**config.mk**
```make
export PLATFORM = sky130hd
export DESIGN_NAME = lof_framer
export DESIGN_NICKNAME = d
export VERILOG_FILES = /design/src/lof_pkg.sv /design/src/lof_framer.sv
export SDC_FILE = /design/constraint.sdc
export NUM_CORES = 1
export LEC_CHECK = 0
export CAP_MARGIN = 20
export CORE_AREA = 8 8 289 291
export CTS_CLUSTER_SIZE = 25
export DETAILED_ROUTE_END_ITERATION = 12
export DIE_AREA = 0 0 297 299
export DONT_BUFFER_PORTS = 1
export PLACE_DENSITY = 0.72
export RECOVER_POWER = 100
export SLEW_MARGIN = 20
export SYNTH_ARGS = -nofsm -noshare
export SYNTH_HDL_FRONTEND = slang
export SYNTH_SLANG_ARGS = --single-unit
```
**constraint.sdc**
```tcl
create_clock -name mclk -period 65.4 [get_ports mclk]
set_input_delay 0 -clock mclk [delete_from_list [all_inputs] [get_ports mclk]]
set_output_delay 0 -clock mclk [all_outputs]
set_load 0.02 [all_outputs]
```
**src/lof_pkg.sv**
```systemverilog
// constants and lookups for the lvds output framer
package lof_pkg;
    // sample clock period is two mclk cycles, so half periods are whole cycles
    localparam int SAMPLE_WIDTH = 12;
    localparam int LINE_DEPTH = 56;
    // register byte offsets
    localparam logic [7:0] CTRL_OFFSET = 8'h00;
    localparam logic [7:0] FRAME_OFFSET = 8'h04;
    localparam logic [7:0] STATUS_OFFSET = 8'h08;
    // control field positions
    localparam int CTRL_ENABLE_BIT = 0;
    localparam int CTRL_SINGLE_BIT = 1;
    localparam int CTRL_FOUR_BIT = 2;
    localparam int CTRL_ALIGN_BIT = 3;
    localparam int CTRL_LSB_BIT = 4;
    localparam logic [4:0] CTRL_RESET = 5'h00;
    localparam logic [7:0] FRAME_LEN_RESET = 8'h08;
    // least time from a lane request change to the switch
    localparam real LSB_MIN_PERIODS = 26.0;
    localparam int LSB_MIN_HALF = int'(LSB_MIN_PERIODS * 2.0);
    // framing states
    typedef enum logic [1:0] {
        FR_OFF = 2'b01,
        FR_RUN = 2'b10
    } lof_state_type;
    // reference to frame start, in half periods, index {single,four,align}
    function automatic logic [6:0] lof_stb_half(input logic [2:0] mode);
        case (mode)
            3'h3: lof_stb_half = 7'h60;     // 48
            3'h4: lof_stb_half = 7'h5d;     // 46.5
            3'h5: lof_stb_half = 7'h5e;     // 47
            3'h6: lof_stb_half = 7'h5d;     // 46.5
            3'h7: lof_stb_half = 7'h60;     // 48
            default: lof_stb_half = 7'h5e;  // 47
        endcase
    endfunction
    // sampling edge to launching edge, in half periods
    function automatic logic [5:0] lof_dig_half(input logic [2:0] mode);
        case (mode)
            3'h3: lof_dig_half = 6'h36;     // 27
            3'h5: lof_dig_half = 6'h35;     // 26.5
            3'h7: lof_dig_half = 6'h37;     // 27.5
            default: lof_dig_half = 6'h34;  // 26
        endcase
    endfunction
endpackage

```
**src/lof_framer.sv**
```systemverilog
// output framer: sample delay, bus arrangement, strobes, ahb-lite registers
// What this block does
// [RULE1] dual: frame starts 47 after reference, 48 aligned-four
// [RULE2] single: 46.5 staggered, 47 aligned-two, 48 aligned-four
// [RULE3] lane request puts strobe on bus b lsb
// [RULE4] lane switch at least 26 periods after change
// [RULE5] aligned four-bus delays earlier samples to latest
// [RULE6] staggered buses start frames at offset times; staggered single four-bus never launches bus d
// [RULE7] strobe marks frame end, next sample starts frame
// [RULE8] three selects choose channel, bus count, alignment
// [RULE9] digital latency 26, 27, 26.5 or 27.5 periods
// [RULE10] single samples on both edges, dual rising only
// [RULE11] captured reference resets the strobe sequence
// [RULE12] frame length fixed while framing runs
//
// The address map and the AHB-Lite slave port were chosen for this implementation.
`timescale 1ns/100ps
module lof_framer
    import lof_pkg::*;
#(
    parameter int DW = SAMPLE_WIDTH
) (
    input wire logic mclk,
    input wire logic resetn,
    input wire logic hsel,
    input wire logic [31:0] haddr,
    input wire logic [1:0] htrans,
    input wire logic hwrite,
    input wire logic [2:0] hsize,
    input wire logic [31:0] hwdata,
    input wire logic hready,
    output logic hreadyout,
    output logic [31:0] hrdata,
    output logic hresp,
    input wire logic timing_reference,
    input wire logic [DW-1:0] sample_a,
    input wire logic [DW-1:0] sample_b,
    output logic [DW-1:0] bus_a_data,
    output logic [DW-1:0] bus_b_data,
    output logic [DW-1:0] bus_c_data,
    output logic [DW-1:0] bus_d_data,
    output logic bus_a_strobe,
    output logic bus_b_strobe,
    output logic bus_c_strobe,
    output logic bus_d_strobe
);
    logic [1:0] rst_sync;          // reset release chain
    logic rst_n;                   // synchronised reset
    logic [2:0] ref_sync;          // two sync flops plus edge history
    logic ref_edge;                // captured reference rising edge
    // register state
    logic [4:0] ctrl;
    logic [4:0] next_ctrl;
    logic [7:0] frame_len;
    logic [7:0] next_frame_len;
    logic wr_pend;                 // write data phase pending
    logic next_wr_pend;
    logic [7:0] wr_addr;
    logic [7:0] next_wr_addr;
    logic [31:0] next_hrdata;
    logic [2:0] mode;              // {single, four, align}
    lof_state_type state;
    lof_state_type next_state;
    // input sampling and delay line
    logic phase;                   // sample clock enable divider
    logic in_valid;
    logic [2*DW:0] line [LINE_DEPTH];
    logic [5:0] tap;
    logic dv;
    logic [DW-1:0] da;
    logic [DW-1:0] db;
    // reference countdown and framing
    logic [6:0] ref_cnt;
    logic [6:0] next_ref_cnt;
    logic realign;
    logic next_realign;
    logic locked;
    logic next_locked;
    logic [1:0] slot;
    logic [1:0] next_slot;
    logic [7:0] pos;
    logic [7:0] next_pos;
    logic [1:0] last_slot;
    logic [1:0] cur_slot;
    logic strobe_flag;             // this group ends the frame
    logic [3:0] span;              // cycles taken by one group of launches
    logic [6:0] ref_load;          // countdown start after a reference
    logic out_ev;
    logic [DW-1:0] pend [4];
    logic [DW-1:0] next_pend [4];
    logic [DW-1:0] bus_data [4];
    logic [DW-1:0] next_bus_data [4];
    logic [3:0] bus_strobe;
    logic [3:0] next_bus_strobe;
    logic [3:0] load;              // which buses launch this cycle
    // lane request tracking
    logic [5:0] lsb_cnt;
    logic [5:0] next_lsb_cnt;
    logic lsb_target;
    logic next_lsb_target;
    logic lsb_active;
    logic next_lsb_active;

    // reset release through two flops
    always_ff @(posedge mclk or negedge resetn) begin
        if (!resetn) begin
            rst_sync <= 2'h0;
        end else begin
            rst_sync <= {rst_sync[0], 1'b1};
        end
    end
    assign rst_n = rst_sync[1];

    // reference pin: two flops before anything looks at it; the history
    // bit moves only on sampling edges, so a dual edge waits to be taken
    always_ff @(posedge mclk or negedge rst_n) begin
        if (!rst_n) begin
            ref_sync <= 3'h0;
        end else begin
            ref_sync[1:0] <= {ref_sync[0], timing_reference};
            if (ctrl[CTRL_SINGLE_BIT] || !phase) begin
                ref_sync[2] <= ref_sync[1]; // RULE10
            end
        end
    end
    // dual samples the reference on rising sample edges only
    assign ref_edge = ref_sync[1] && !ref_sync[2] && (ctrl[CTRL_SINGLE_BIT]
        || !phase); // RULE10

    assign mode = {ctrl[CTRL_SINGLE_BIT], ctrl[CTRL_FOUR_BIT],
        ctrl[CTRL_ALIGN_BIT]}; // RULE8

    // register bus: zero wait states, hrdata taken from next values so a
    // read right after a write sees the new value
    always_comb begin
        next_ctrl = ctrl;
        next_frame_len = frame_len;
        next_wr_pend = 1'b0;
        next_wr_addr = wr_addr;
        next_hrdata = hrdata;
        next_state = ctrl[CTRL_ENABLE_BIT] ? FR_RUN : FR_OFF;
        if (wr_pend) begin
            if (wr_addr == CTRL_OFFSET) begin
                next_ctrl = hwdata[4:0];
            end else if (wr_addr == FRAME_OFFSET && state == FR_OFF) begin
                next_frame_len = hwdata[7:0]; // RULE12
            end
        end
        if (hsel && hready && htrans[1]) begin
            next_wr_pend = hwrite;
            next_wr_addr = haddr[7:0];
            case (haddr[7:0])
                CTRL_OFFSET: next_hrdata = {27'h0, next_ctrl};
                FRAME_OFFSET: next_hrdata = {24'h0, next_frame_len};
                STATUS_OFFSET: next_hrdata = {22'h0, pos, locked,
                    lsb_active};
                default: next_hrdata = 32'h0; // unmapped reads zero
            endcase
        end
    end

    always_ff @(posedge mclk or negedge rst_n) begin
        if (!rst_n) begin
            ctrl <= CTRL_RESET;
            frame_len <= FRAME_LEN_RESET;
            wr_pend <= 1'b0;
            wr_addr <= 8'h00;
            hrdata <= 32'h0;
            hreadyout <= 1'b0;
            hresp <= 1'b0;
            state <= FR_OFF;
        end else begin
            ctrl <= next_ctrl;
            frame_len <= next_frame_len;
            wr_pend <= next_wr_pend;
            wr_addr <= next_wr_addr;
            hrdata <= next_hrdata;
            hreadyout <= 1'b1;
            hresp <= 1'b0;
            state <= next_state;
        end
    end

    // sample enable divider and delay line; single takes every half period
    assign in_valid = (state == FR_RUN) && (ctrl[CTRL_SINGLE_BIT] || !phase);
    always_ff @(posedge mclk or negedge rst_n) begin
        if (!rst_n) begin
            phase <= 1'b0;
            for (int i = 0; i < LINE_DEPTH; i++) begin
                line[i] <= '0;
            end
        end else begin
            phase <= !phase;
            line[0] <= {in_valid, sample_a, sample_b}; // RULE10
            for (int i = 1; i < LINE_DEPTH; i++) begin
                line[i] <= line[i-1];
            end
        end
    end
    // tap sits two short of the latency: one for line[0], one for the bus
    assign tap = lof_dig_half(mode) - 6'h2; // RULE9
    assign {dv, da, db} = line[tap];
    assign out_ev = dv && (state == FR_RUN);
    assign last_slot = {ctrl[CTRL_SINGLE_BIT] & ctrl[CTRL_FOUR_BIT],
        ctrl[CTRL_SINGLE_BIT] ^ ctrl[CTRL_FOUR_BIT]};
    assign cur_slot = realign ? 2'h0 : slot;
    // dual groups take two cycles per slot, single groups one
    assign span = ctrl[CTRL_SINGLE_BIT] ? {2'h0, last_slot} + 4'h1
        : {1'h0, last_slot, 1'b0} + 4'h2;
    // the last group before a realign ends its frame too, so the
    // receiver finds the realigned start behind a strobe
    assign strobe_flag = ((realign ? 8'h0 : pos) == frame_len - 8'h1)
        || (ref_cnt != 7'h0 && ref_cnt <= {3'h0, span}); // RULE7 RULE11
    // take off the launch pipeline and, when aligned, the wait for the
    // latest slot, so the frame starts at the table time
    assign ref_load = lof_stb_half(mode) - 7'h2
        - (ctrl[CTRL_ALIGN_BIT] ? {5'h0, last_slot} : 7'h0);

    // reference countdown, slot and frame position, bus launch
    always_comb begin
        next_ref_cnt = ref_cnt;
        next_realign = realign;
        next_locked = locked;
        next_slot = slot;
        next_pos = pos;
        next_pend = pend;
        next_bus_data = bus_data;
        next_bus_strobe = bus_strobe;
        next_lsb_active = lsb_active;
        load = 4'h0;
        if (out_ev) begin
            next_realign = 1'b0;
            // dual fills a bus pair per word, single one bus per sample
            if (ctrl[CTRL_SINGLE_BIT]) begin
                next_pend[cur_slot] = da;
                load[cur_slot] = 1'b1;
            end else begin
                next_pend[{cur_slot[0], 1'b0}] = da;
                next_pend[{cur_slot[0], 1'b1}] = db;
                load[{cur_slot[0], 1'b0}] = 1'b1;
                load[{cur_slot[0], 1'b1}] = 1'b1;
            end
            if (ctrl[CTRL_ALIGN_BIT] && ctrl[CTRL_FOUR_BIT]) begin
                // hold early samples until the latest one arrives
                load = (cur_slot == last_slot) ? 4'hf : 4'h0; // RULE5
            end else if (ctrl[CTRL_ALIGN_BIT]) begin
                load = (cur_slot == last_slot) ? 4'h3 : 4'h0; // RULE5
            end
            // staggered: each slot launches its own bus (a pair in dual); single four-bus stops at slot 2, so bus d never launches
            for (int i = 0; i < 4; i++) begin
                if (load[i]) begin
                    next_bus_data[i] = next_pend[i]; // RULE6
                    next_bus_strobe[i] = strobe_flag; // RULE7
                end
            end
            // lane switches only at a bus b frame start
            if (load[1] && (realign || pos == 8'h0)) begin
                next_lsb_active = lsb_target; // RULE4
            end
            if (load[1] && next_lsb_active) begin
                next_bus_data[1][0] = strobe_flag; // RULE3
            end
            next_slot = (cur_slot == last_slot) ? 2'h0 : cur_slot + 2'h1;
            if (cur_slot == last_slot) begin
                next_pos = strobe_flag ? 8'h0 : (realign ? 8'h1
                    : pos + 8'h1); // RULE7
            end else if (realign) begin
                next_pos = 8'h0;
            end
        end
        // after the launch so a new realign wins over the launch clear
        if (ref_edge) begin
            next_ref_cnt = ref_load; // RULE1 RULE2
        end else if (ref_cnt != 7'h0) begin
            next_ref_cnt = ref_cnt - 7'h1;
            if (ref_cnt == 7'h1) begin
                next_realign = 1'b1; // RULE11
                next_locked = 1'b1;
            end
        end
        if (state == FR_OFF) begin
            next_slot = 2'h0;
            next_pos = 8'h0;
            next_locked = 1'b0;
        end
    end

    always_ff @(posedge mclk or negedge rst_n) begin
        if (!rst_n) begin
            ref_cnt <= 7'h0;
            realign <= 1'b0;
            locked <= 1'b0;
            slot <= 2'h0;
            pos <= 8'h0;
            bus_strobe <= 4'h0;
            lsb_active <= 1'b0;
            for (int i = 0; i < 4; i++) begin
                pend[i] <= '0;
                bus_data[i] <= '0;
            end
        end else begin
            ref_cnt <= next_ref_cnt;
            realign <= next_realign;
            locked <= next_locked;
            slot <= next_slot;
            pos <= next_pos;
            bus_strobe <= next_bus_strobe;
            lsb_active <= next_lsb_active;
            pend <= next_pend;
            bus_data <= next_bus_data;
        end
    end

    // lane request must stand for the least time before it is taken
    always_comb begin
        next_lsb_cnt = 6'h0;
        next_lsb_target = lsb_target;
        if (ctrl[CTRL_LSB_BIT] != lsb_target) begin
            next_lsb_cnt = lsb_cnt + 6'h1;
            if (lsb_cnt == 6'(LSB_MIN_HALF - 1)) begin
                next_lsb_target = ctrl[CTRL_LSB_BIT]; // RULE4
                next_lsb_cnt = 6'h0;
            end
        end
    end

    always_ff @(posedge mclk or negedge rst_n) begin
        if (!rst_n) begin
            lsb_cnt <= 6'h0;
            lsb_target <= 1'b0;
        end else begin
            lsb_cnt <= next_lsb_cnt;
            lsb_target <= next_lsb_target;
        end
    end

    assign bus_a_data = bus_data[0];
    assign bus_b_data = bus_data[1];
    assign bus_c_data = bus_data[2];
    assign bus_d_data = bus_data[3];
    assign bus_a_strobe = bus_strobe[0];
    assign bus_b_strobe = bus_strobe[1];
    assign bus_c_strobe = bus_strobe[2];
    assign bus_d_strobe = bus_strobe[3];
endmodule // lof_framer

```
==> results of run 1 <==
## power by group
group	switching, mW	total (mW)	leakage (nW)	internal (mW)
combinational	0.0294	0.0409	2.46	0.0115
sequential	0.0179	0.999	18.4	0.981
clock	0.351	0.842	2.42	0.491
## layout make-up
type | count | area share [%]
Clock buffer | 205 | 8.39
Clock inverter | 52 | 1.48
Inverter | 33 | 0.248
Multi-Input combinational cell | 628 | 9.17
Sequential cell | 1518 | 76.1
Tap cell | 1050 | 2.63
Timing Repair Buffer | 112 | 1.99
## path summary, 6_finish.rpt
check              cells past startpoint                   endpoint  slack, ns
max                                    4          ctrl[1]$_DFF_PN0_      46.62
min reg2reg                            0        line[953]$_DFF_PN0_       0.33
min                                    2      rst_sync[0]$_DFF_PN0_       0.07
max reg2reg                            4          ctrl[1]$_DFF_PN0_      46.62
min in group mclk                      3     frame_len[2]$_DFF_PN0_       0.07
max in group mclk                      9  bus_a_data[8]$_DFFE_PN0P_      57.74
## cell usage in the layout, fill, tap and decap left out, types with 9 or more instances in the layout
| master | instances |
|---|---|
| mux2i_1 | 70 |
| nor2_1 | 45 |
| dfrtp_1 | 1515 |
| clkbuf_16 | 142 |
| and2_1 | 23 |
| a211oi_1 | 54 |
| dlygate4sd3_1 | 89 |
| nand3_1 | 15 |
| and3_1 | 9 |
| o21ai_0 | 41 |
| inv_1 | 32 |
| clkinv_2 | 20 |
| mux2_2 | 84 |
| conb_1 | 25 |
| nand2_1 | 54 |
| bufinv_16 | 10 |
| a21oi_1 | 56 |
| ha_1 | 22 |
| clkbuf_1 | 42 |
| nor2b_1 | 15 |
| a221o_1 | 9 |
| clkbuf_8 | 40 |
## state kept, by name, summed over array words and instances, names as in the netlist, 8 cells and up
signal / flops
frame_len: 8
bus_b_data: 12
pend: 48
pos: 8
bus_c_data: 12
bus_d_data: 12
wr_addr: 8
line: 1350
bus_a_data: 12
hrdata: 10
## metal layers
metal	vias up	part of all wire (%)	global-route usage, %
li1	7729	-	-
met1	9689	39	19.7
met2	425	53	27.3
met3	183	4.8	3.58
met4	0	3.6	6.92
met5	-	0	0
## cells by family after synthesis
| family | after synthesis |
|---|---|
| buffers and inverters | 105 |
| AO/OA/AOI/OAI | 203 |
| flip-flops | 1518 |
| adder cells (fa/ha/maj) | 22 |
| multiplexers | 155 |
| XOR/XNOR | 18 |
| other | 2 |
| AND/OR/NAND/NOR | 205 |
## repair_timing
action | in CTS | in global routing
endpoints found under the hold margin | 59 | 0
setup buffers | 0 | 0
hold buffers | 89 | 0
==> impl_results.md, run 1 <==
- Status: complete, but fails checks
- Violated checks: max-capacitance violations, max-slew violations
- Drt wl/cell: 19.0 µm
- Vias in the first global route: 20.8k
- Compound-cell area share of the yosys netlist: under 10%
- Placed cell area: around 0.044 mm²
- Die area: ~0.09 mm²
- PwrDens: roughly 38 mW/mm²
- Final Cycle Share: 28.7%
- Area grow syn2layout: 16.2%
- HPWL Detailed: 33,400 µm
- Total CTS buffers: 141
- RSZ-0062 raised after global routing: no
- GP Congestion: slightly above 0.8
- Initial DRT Pass Iterations: 5
- Row Count: about 100
- Rel. slew slack: -486%
- CTS tree: built
- Max Fclk: 53.3 MHz
- Yosys Warn Count: 0
- Core area: slightly below 0.08 mm²
- Synthesized area per cell: 19.3 µm²
- Synth Flop Type: dfrtp_1
- Post-Synth XOR/XNOR Area: less than 1%
- Number of DRC markers in iteration 0: between 1k and 1.5k
- Post-Place Cells: 3,250
- Mux cell area share after synthesis: 3.86%
- Post-cts gate resize count: 0
- Clk_lat worst skew: 0.71 ns
- Mapped Cells: ~2.2k
- Adder-cell share of the synthesized area: 0.640%
- Critical path required time: 63.51 ns
- Setup crit start kind: register
- Gr ovfl total: 0
- Final Skew: 0.0212 ns
- Max-cap viol count: 19
- Finish-stage setup viols: 0
- Clock root cell: clkbuf_16
- Most common library cells after synthesis: 1,516 x dfrtp_1, 85 x mux2_2, 70 x mux2i_1
- Antenna viol nets, final: 0
- Worst setup margin: roughly 47 ns
- Sink Count: 1,518
- Via density: 5.01
- Largest family of logic cells by synthesized area: multiplexers
- Max Root-Sink Buffers: 3
- # IOs: about 190
- Crit Path Category: register to async pin
- Drt total wl: 68,500 µm
- P_leak: 23.2 nW
- PortBufs: 0
- CP max FO: 169
- Critical Path AT: ~17 ns
- Via count: about 18k
- Tot Pwr: 1.88 mW
- Launch point of the worst reg-to-reg path: rst_sync[1]$_DFF_PN0_
- CP Capture Type: async pin
- Share of cells above drive strength 1: 13.1%
- Top cell type's share of synthesized area: about 88%
- Post-synth EDFFs: 0
- Dominant cell type by area after synthesis: dfrtp_1
- Sequential area share after synthesis: between 80% and 90%
- Final hold violations: 0
- Initial antenna violation count: 0
- Synth Cell Area: 0.0430 mm²
- Slew @ Worst Pin: slightly below 9 ns
- Finished Layout Cells: 3,598
- Multi-input logic area: 0.00458 mm²
- Hold Crit Class: primary input to async pin
- Setup TNS: 0 ns
- VDD IR max: 0.0314 mV
- Min Clock Period, post-route: between 15 and 20 ns
- Die height: about 300 µm
- # nets final: 2,555
- Fraction of registers with async set/reset: 100%
- Dpl ws: 60.62 ns
- Slowest CP cell: clkbuf_1
- Pins Over Slew Limit: 1,619
- H-tree depth: 4
- Count leader, synth: dfrtp_1
- Worst path bufs/invs: 4
- Sequential Area: about 0.038 mm²
- CP Launch Point: rst_sync[1]$_DFF_PN0_
- Crit-path max cell delay: 5.96 ns
- Final Cell Area: 0.0499 mm²
- Fill cell count: 5,180
- N_diodes: 0
- Gr usage total: 16.0%
- Starting Density: 54.7%
- CP top delay family: buffers and inverters
- Clock Pin Slew Worst Setup and Hold Paths: 0.06 ns
- Crit-path cells: clkbuf_1, clkbuf_1, clkbuf_1, clkbuf_1
- Largest net degree at the start of global routing: 207
- Top cells by area, synth: dfrtp_1 88%, mux2_2 2.2%, mux2i_1 1.6%, a211oi_1 0.94%, a21oi_1 0.65%
- Die Wd: 297 µm
- Drt drc: 0
- Min Hold Slack: 0.0670 ns
- First-pass GRT wire length: 114,000 µm
- Seq cells post-synth: 1,518
- Yosys cell types: 62
- Post-synthesis simple-gate area fraction: between 2 and 2.5%
- Most frequent CP cell: clkbuf_1
- Fin util: 63.5%
(Power assumes the default switching activity.)
==> run 2: changes to the inputs <==
--- a/config.mk
+++ b/config.mk
@@ -11,7 +11,7 @@
 export DETAILED_ROUTE_END_ITERATION = 12
 export DIE_AREA = 0 0 297 299
 export DONT_BUFFER_PORTS = 1
-export PLACE_DENSITY = 0.72
+export PLACE_DENSITY = 0.75
 export RECOVER_POWER = 100
 export SLEW_MARGIN = 20
 export SYNTH_ARGS = -nofsm -noshare
==> constraint.sdc (replaced) <==
create_clock -name mclk -period 16.25 [get_ports mclk]
set_input_delay 0 -clock mclk [delete_from_list [all_inputs] [get_ports mclk]]
set_output_delay 0 -clock mclk [all_outputs]
set_load 0.02 [all_outputs]
==> impl_results.md, run 2 (synthesized netlist as in run 1, its figures left out) <==
- Drt drc: 0 (unchanged)
- Post-CTS setup repair buffer count: 0 (unchanged)
- Final Skew: 0.0281 ns (+0.00699 ns)
- Slowest CP cell: clkbuf_1
- Tot Pwr: 7.53 mW (+300%)
- CTS tree: built
- Critical path required time: 16.99 ns (-46.52 ns)
- Vias in the first global route: 20.5k (-1.4%)
- Sink Count: 1,518 (unchanged)
- P_leak: 23.3 nW (+0.12%)
- Sw Pwr: 1.58 mW (+300%)
- Final hold violations: 0 (unchanged)
- Launch point of the worst reg-to-reg path: rst_sync[1]$_DFF_PN0_
- Clock Pin Slew Worst Setup and Hold Paths: 0.06 ns (about the same)
- CP Capture Type: async pin
- Drt total wl: 69,700 µm (+1.7%)
- Highest Signal Layer: met4
- Post-cts gate resize count: 0 (unchanged)
- Pins Over Slew Limit: 403 (-75%)
- Area grow syn2layout: 16.2% (about the same)
- Setup crit start kind: register
- Largest registers: line x1350, pend x48
- First-pass GRT wire length: 113,000 µm (-0.31%)
- Min Hold Slack: 0.0639 ns (-0.00318 ns)
- Flop pwr share: 53.3% (+0.2 points)
- Die Wd: 297 µm (unchanged)
- Gr ovfl total: 0 (unchanged)
- Sw frac: 21.0% (-0.17 points)
- PwrDens: 151 mW/mm² (+300%)
- Setup TNS: 0 ns (unchanged)
- CP max FO: 153 (-9.5%)
- Finish-stage setup viols: 0 (unchanged)
- CP Launch Point: rst_sync[1]$_DFF_PN0_
- # IOs: 185 (unchanged)
- HPWL Detailed: 33,900 µm (+1.4%)
- Max-cap viol count: 6 (-13)
- Final Cycle Share: 52.3% (+24 points)
- H-tree depth: 4 (unchanged)
- Clock root cell: clkbuf_16
- Row Count: 103 (unchanged)
- Most frequent cells in the layout: 1,515 x dfrtp_1, 145 x clkbuf_16, 82 x mux2_2, 82 x dlygate4sd3_1, 70 x mux2i_1
- Dpl ws: 11.40 ns (-49.22 ns)
- Max Fclk: 118 MHz (+120%)
- Max FFs per register: 1,350 (unchanged)
- Rel. slew slack: -243% (+240 points)
- Logic pwr share: 2.2% (about the same)
- Die area: 0.0888 mm² (unchanged)
- R2R setup slack: 7.74 ns (-38.88 ns)
- RSZ-0062 raised after global routing: no
- Crit Path Category: register to async pin
- Status: complete, but fails checks
- Gr usage total: 16.0% (+0.018 points)
- Critical Path End: line[749]$_DFF_PN0_
- Total internal power: 5.95 mW (+300%)
- PortBufs: 0 (unchanged)
- Initial antenna violation count: 0 (unchanged)
- Total CTS buffers: 142 (+0.71%)
- Core area: 0.0786 mm² (unchanged)
- N_diodes: 0 (unchanged)
- Clk_lat worst skew: 0.71 ns (about the same)
- # nets final: 2,548 (-0.27%)
- Via density: 4.97 (-0.83%)
- Starting Density: 54.7% (unchanged)
- Worst setup margin: 7.74 ns (-38.88 ns)
- Min Clock Period, post-route: 8.51 ns (-10.27 ns)
- Post-Place Cells: 3,247 (-0.092%)
- RR Endpoint: line[749]$_DFF_PN0_
- GP Congestion: 0.810 (-0.28%)
- Finished Layout Cells: 3,593 (-0.14%)
- Die height: 299 µm (unchanged)
- Max Root-Sink Buffers: 3 (unchanged)
- CTS Hold Bufs: 82 (-7.9%)
- Via count: 17.9k (-0.97%)
- Largest net degree at the start of global routing: 216 (+4.3%)
- Initial DRT Pass Iterations: 5 (unchanged)
- VDD IR max: 0.125 mV (+300%)
- Violated checks: max-capacitance violations, max-slew violations
- WL met3: 3220 µm (-1.5%)
- Wl on met1: 27,500 µm (+2.7%)
- Commonest non-fill, non-tap cell in the layout: dfrtp_1
- Clock power frac: 44.5% (-0.2 points)
- Antenna viol nets, final: 0 (unchanged)
- Largest reg by FF count: line
- Crit-path max cell delay: 3.65 ns (-2.31 ns)
- Critical Path AT: 9.25 ns (-7.63 ns)
- Reg2Reg Depth: 5 (+1)
- Drt wl/cell: 19.4 µm (+1.8%)
- Number of DRC markers in iteration 0: 933 (-19%)
- Routed wire length on met2: 37,100 µm (+3.1%)
- Hold Crit Class: primary input to register
- Share of cells above drive strength 1: 13.3% (+0.22 points)
- Crit-path cells: buf_12, clkbuf_1, buf_4, buf_16, buf_6
- Slew @ Worst Pin: 5.15 ns (-3.64 ns)
## run 2: final cells by class
cell class	count	area [µm²]
clock buffers	211	4220
well taps	1050	1310
clock inverters	49	602
inverters	33	124
fillers	5161	28700
multi-input cells	628	4590
flip-flops and latches	1518	38000
repair buffers	104	1100
## run 2: worst min path at each step
stage / from / end / slack (ns) / depth (start not counted)
2_1_floorplan: resetn / rst_sync[0]$_DFF_PN0_ / -0.30 / 0
4_1_cts: hwdata[1] / frame_len[1]$_DFF_PN0_ / 0.0009 / 3
6_report: haddr[4] / wr_addr[4]$_DFFE_PN0P_ / 0.06 / 2
3_3_place_gp: resetn / rst_sync[0]$_DFF_PN0_ / -0.30 / 0
5_1_grt: haddr[4] / wr_addr[4]$_DFFE_PN0P_ / 0.02 / 2
3_5_place_dp: resetn / rst_sync[0]$_DFF_PN0_ / -0.30 / 0
## run 2: through the flow
step / utilization (%) / area, µm²
6_report: 63.5 / 49900
5_1_grt: 63.5 / 49900
4_1_cts: 63.4 / 49900
3_5_place_dp: 56.2 / 44200
3_3_place_gp: 56.2 / 44200
2_1_floorplan: - / 43100
## run 2: power by group through the flow
stage                     clock network, mW  registers, mW  logic (mW)
after floorplan                           0           4.11      0.0636
final                                  3.35           4.02       0.168
after detailed placement                  0           4.08       0.147
after global placement                    0           4.06       0.137
after CTS                              3.46           4.02       0.168
after global routing                   3.61           4.03       0.192
## run 2: routing by layer
layer / vias up / track usage, %
met3: 141 / 3.58
met1: 9609 / 19.9
met4: 0 / 6.19
met5: - / 0
met2: 401 / 27.6
li1: 7700 / -
## run 2: critical path, delay by kind of cell (launching register included)
| family | cells | cell delay (ns) |
|---|---|---|
| buf+inv | 5 | 6.04 |
| flops | 1 | 2.21 |
==> run 3: changes to the inputs <==
--- a/config.mk
+++ b/config.mk
@@ -11,7 +11,7 @@
 export DETAILED_ROUTE_END_ITERATION = 12
 export DIE_AREA = 0 0 297 299
 export DONT_BUFFER_PORTS = 1
-export PLACE_DENSITY = 0.75
+export PLACE_DENSITY = 0.72
 export RECOVER_POWER = 100
 export SLEW_MARGIN = 20
 export SYNTH_ARGS = -nofsm -noshare
==> constraint.sdc (replaced) <==
create_clock -name mclk -period 8.08 [get_ports mclk]
set_input_delay 0 -clock mclk [delete_from_list [all_inputs] [get_ports mclk]]
set_output_delay 0 -clock mclk [all_outputs]
set_load 0.02 [all_outputs]
==> impl_results.md, run 3 (synthesized netlist as in run 1, its figures left out) <==
- Most frequent cells in the layout: 1,516 x dfrtp_1, 144 x clkbuf_16, 95 x dlygate4sd3_1
- Starting Density: 54.7% (unchanged)
- Crit-path cells: clkbuf_1, nand2_1, clkbuf_1, o22a_1, o21ai_4, clkbuf_1, or2_1, nor2_1, mux2_2
- Die area: 0.0888 mm² (unchanged)
- Pins Over Slew Limit: 307 (-24%)
- Total CTS buffers: 143 (+0.70%)
- Share of cells above drive strength 1: 13.4% (+0.11 points)
- Via count: 17.9k (+0.26%)
- Commonest non-fill, non-tap cell in the layout: dfrtp_1
- Max Root-Sink Buffers: 3 (unchanged)
- Status: complete, but fails checks
- CP Capture Type: register
- Clock Pin Slew Worst Setup and Hold Paths: 0.06 ns (about the same)
- Placed cell area: 0.0442 mm² (about the same)
- CP top delay family: buffers and inverters
- Drt wl/cell: 19.8 µm (+2.3%)
- Die height: 299 µm (unchanged)
- P_leak: 23.3 nW (+0.20%)
- Antenna viol nets, final: 0 (unchanged)
- Min Hold Slack: 0.0836 ns (+0.0198 ns)
- Number of DRC markers in iteration 0: 968 (+3.8%)
- HPWL Detailed: 34,100 µm (+0.71%)
- Slowest CP cell: clkbuf_1
- CTS tree: built
- Area grow syn2layout: 16.6%
- Min Clock Period, post-route: 5.70 ns (-2.80 ns)
- Flop pwr share: 53.1% (-0.2 points)
- Rel. slew slack: -83.3% (+160 points)
- RSZ-0062 raised after global routing: no
- Largest reg by FF count: line
- # IOs: 185 (unchanged)
- First-pass GRT wire length: 117,000 µm (+3.0%)
- R2R setup slack: 2.38 ns (-5.37 ns)
- Sink Count: 1,518 (unchanged)
- Vias in the first global route: 20.7k (+0.89%)
- Clock root cell: clkbuf_16
- Setup crit start kind: register
- Crit-path max cell delay: 1.55 ns (-2.10 ns)
- Setup TNS: 0 ns (unchanged)
- Violated checks: max-capacitance violations, max-slew violations
- Row Count: 103 (unchanged)
- Reg2Reg Depth: 9 (+4)
- Critical Path AT: 6.30 ns (-2.95 ns)
- Logic pwr share: 2.3% (about the same)
- Sw Pwr: 3.25 mW (+110%)
- Critical path required time: 8.68 ns (-8.31 ns)
- Total internal power: 12.0 mW (+100%)
- Fin util: 63.7% (+0.22 points)
- H-tree depth: 4 (unchanged)
- Gr usage total: 16.6% (+0.63 points)
- Drt total wl: 71,500 µm (+2.7%)
- Hold Path Sink: ctrl[4]$_DFF_PN0_
- Hold Crit Class: primary input to register
- GP Congestion: 0.811 (+0.12%)
- Clk_lat worst skew: 0.73 ns (+0.02 ns)
- Final hold violations: 0 (unchanged)
- Crit Path Category: register to register
- Drt drc: 0 (unchanged)
- RR Endpoint: lsb_active$_DFFE_PN0P_
- Largest net degree at the start of global routing: 227 (+5.1%)
- CP max FO: 40 (-74%)
- Fill cell count: 5,079 (-1.6%)
- Core area: 0.0786 mm² (unchanged)
- Clock power frac: 44.6% (about the same)
- Post-CTS setup repair buffer count: 0 (unchanged)
- Most frequent CP cell: clkbuf_1
- Largest registers: line x1350, pend x48
- Initial antenna violation count: 3 (+3)
- Final Cell Area: 0.0501 mm² (+0.35%)
- Slew @ Worst Pin: 2.75 ns (-2.40 ns)
- PwrDens: 304 mW/mm² (+100%)
- Worst path bufs/invs: 3 (-2)
- Final Cycle Share: 70.6% (+18 points)
- Gr ovfl total: 0 (unchanged)
- Finish-stage setup viols: 0 (unchanged)
- CTS Hold Bufs: 95 (+16%)
- PortBufs: 0 (unchanged)
- Max Fclk: 175 MHz (+49%)
- Max FFs per register: 1,350 (unchanged)
- Launch point of the worst reg-to-reg path: ctrl[3]$_DFF_PN0_
- Final Skew: 0.0357 ns (+0.00751 ns)
- Post-cts gate resize count: 0 (unchanged)
- Max-cap viol count: 5 (-1)
- # nets final: 2,563 (+0.59%)
- Initial DRT Pass Iterations: 5 (unchanged)
- Sw frac: 21.4% (+0.40 points)
- Die Wd: 297 µm (unchanged)
- VDD IR max: 0.288 mV (+130%)
- Hold Path Depth: 3 (+1)
- Origin of the worst min-delay path: hwdata[4]
- Via density: 4.97 (about the same)
==> run 3: worst max-delay path by stage <==
stage | start | to | slack [ns] | cells past startpoint
floorplan | rst_sync[1]$_DFF_PN0_ | bus_a_data[0]$_DFFE_PN0P_ | -6.41 | 0
global placement | realign$_DFF_PN0_ | bus_d_data[4]$_DFFE_PN0P_ | 4.22 | 8
detailed placement | realign$_DFF_PN0_ | bus_d_data[9]$_DFFE_PN0P_ | 4.07 | 8
CTS | realign$_DFF_PN0_ | bus_d_data[6]$_DFFE_PN0P_ | 4.04 | 8
global route | ctrl[3]$_DFF_PN0_ | lsb_active$_DFFE_PN0P_ | 2.09 | 9
finish | ctrl[3]$_DFF_PN0_ | lsb_active$_DFFE_PN0P_ | 2.38 | 9
==> run 3: layer usage <==
layer / wire length, µm / GRT usage, %
met1: 28700 / 21.0
met2: 38000 / 28.7
met3: 3210 / 3.81
met4: 1650 / 5.62
met5: 0 / 0
==> run 3: metrics by stage <==
step / std cells / worst slack (ns) / power, mW
detailed placement: 3249 / 4.07 / 8.50
global route: 3604 / 2.09 / 15.8
floorplan: 2251 / -6.41 / 8.38
finish: 3604 / 2.38 / 15.2
CTS: 3599 / 4.04 / 15.5
global placement: 3249 / 4.22 / 8.45
==> run 3: final cells by class <==
class	instances	area, µm²	area share (%)
multi-input combinational	628	4590	9.16
clock buffer	194	4020	8.03
inverter	33	124	0.247
clock inverter	61	828	1.65
sequential	1518	38000	75.8
tap	1050	1310	2.62
timing repair buffer	118	1230	2.46
antenna	2	5.00	0.00999
==> run 3: power groups by stage <==
stage / combinational (mW) / clock, mW / sequential, mW
6_report: 0.344 / 6.79 / 8.08
5_1_grt: 0.397 / 7.31 / 8.11
4_1_cts: 0.345 / 7.02 / 8.09
3_5_place_dp: 0.297 / 0 / 8.20
3_3_place_gp: 0.280 / 0 / 8.17
2_1_floorplan: 0.128 / 0 / 8.26
==> run 3: tightest hold or removal path, stage by stage <==
cell and delay [ns]:
dlygate4sd3_1 0.59, mux2i_1 0.12, inv_1 0.06
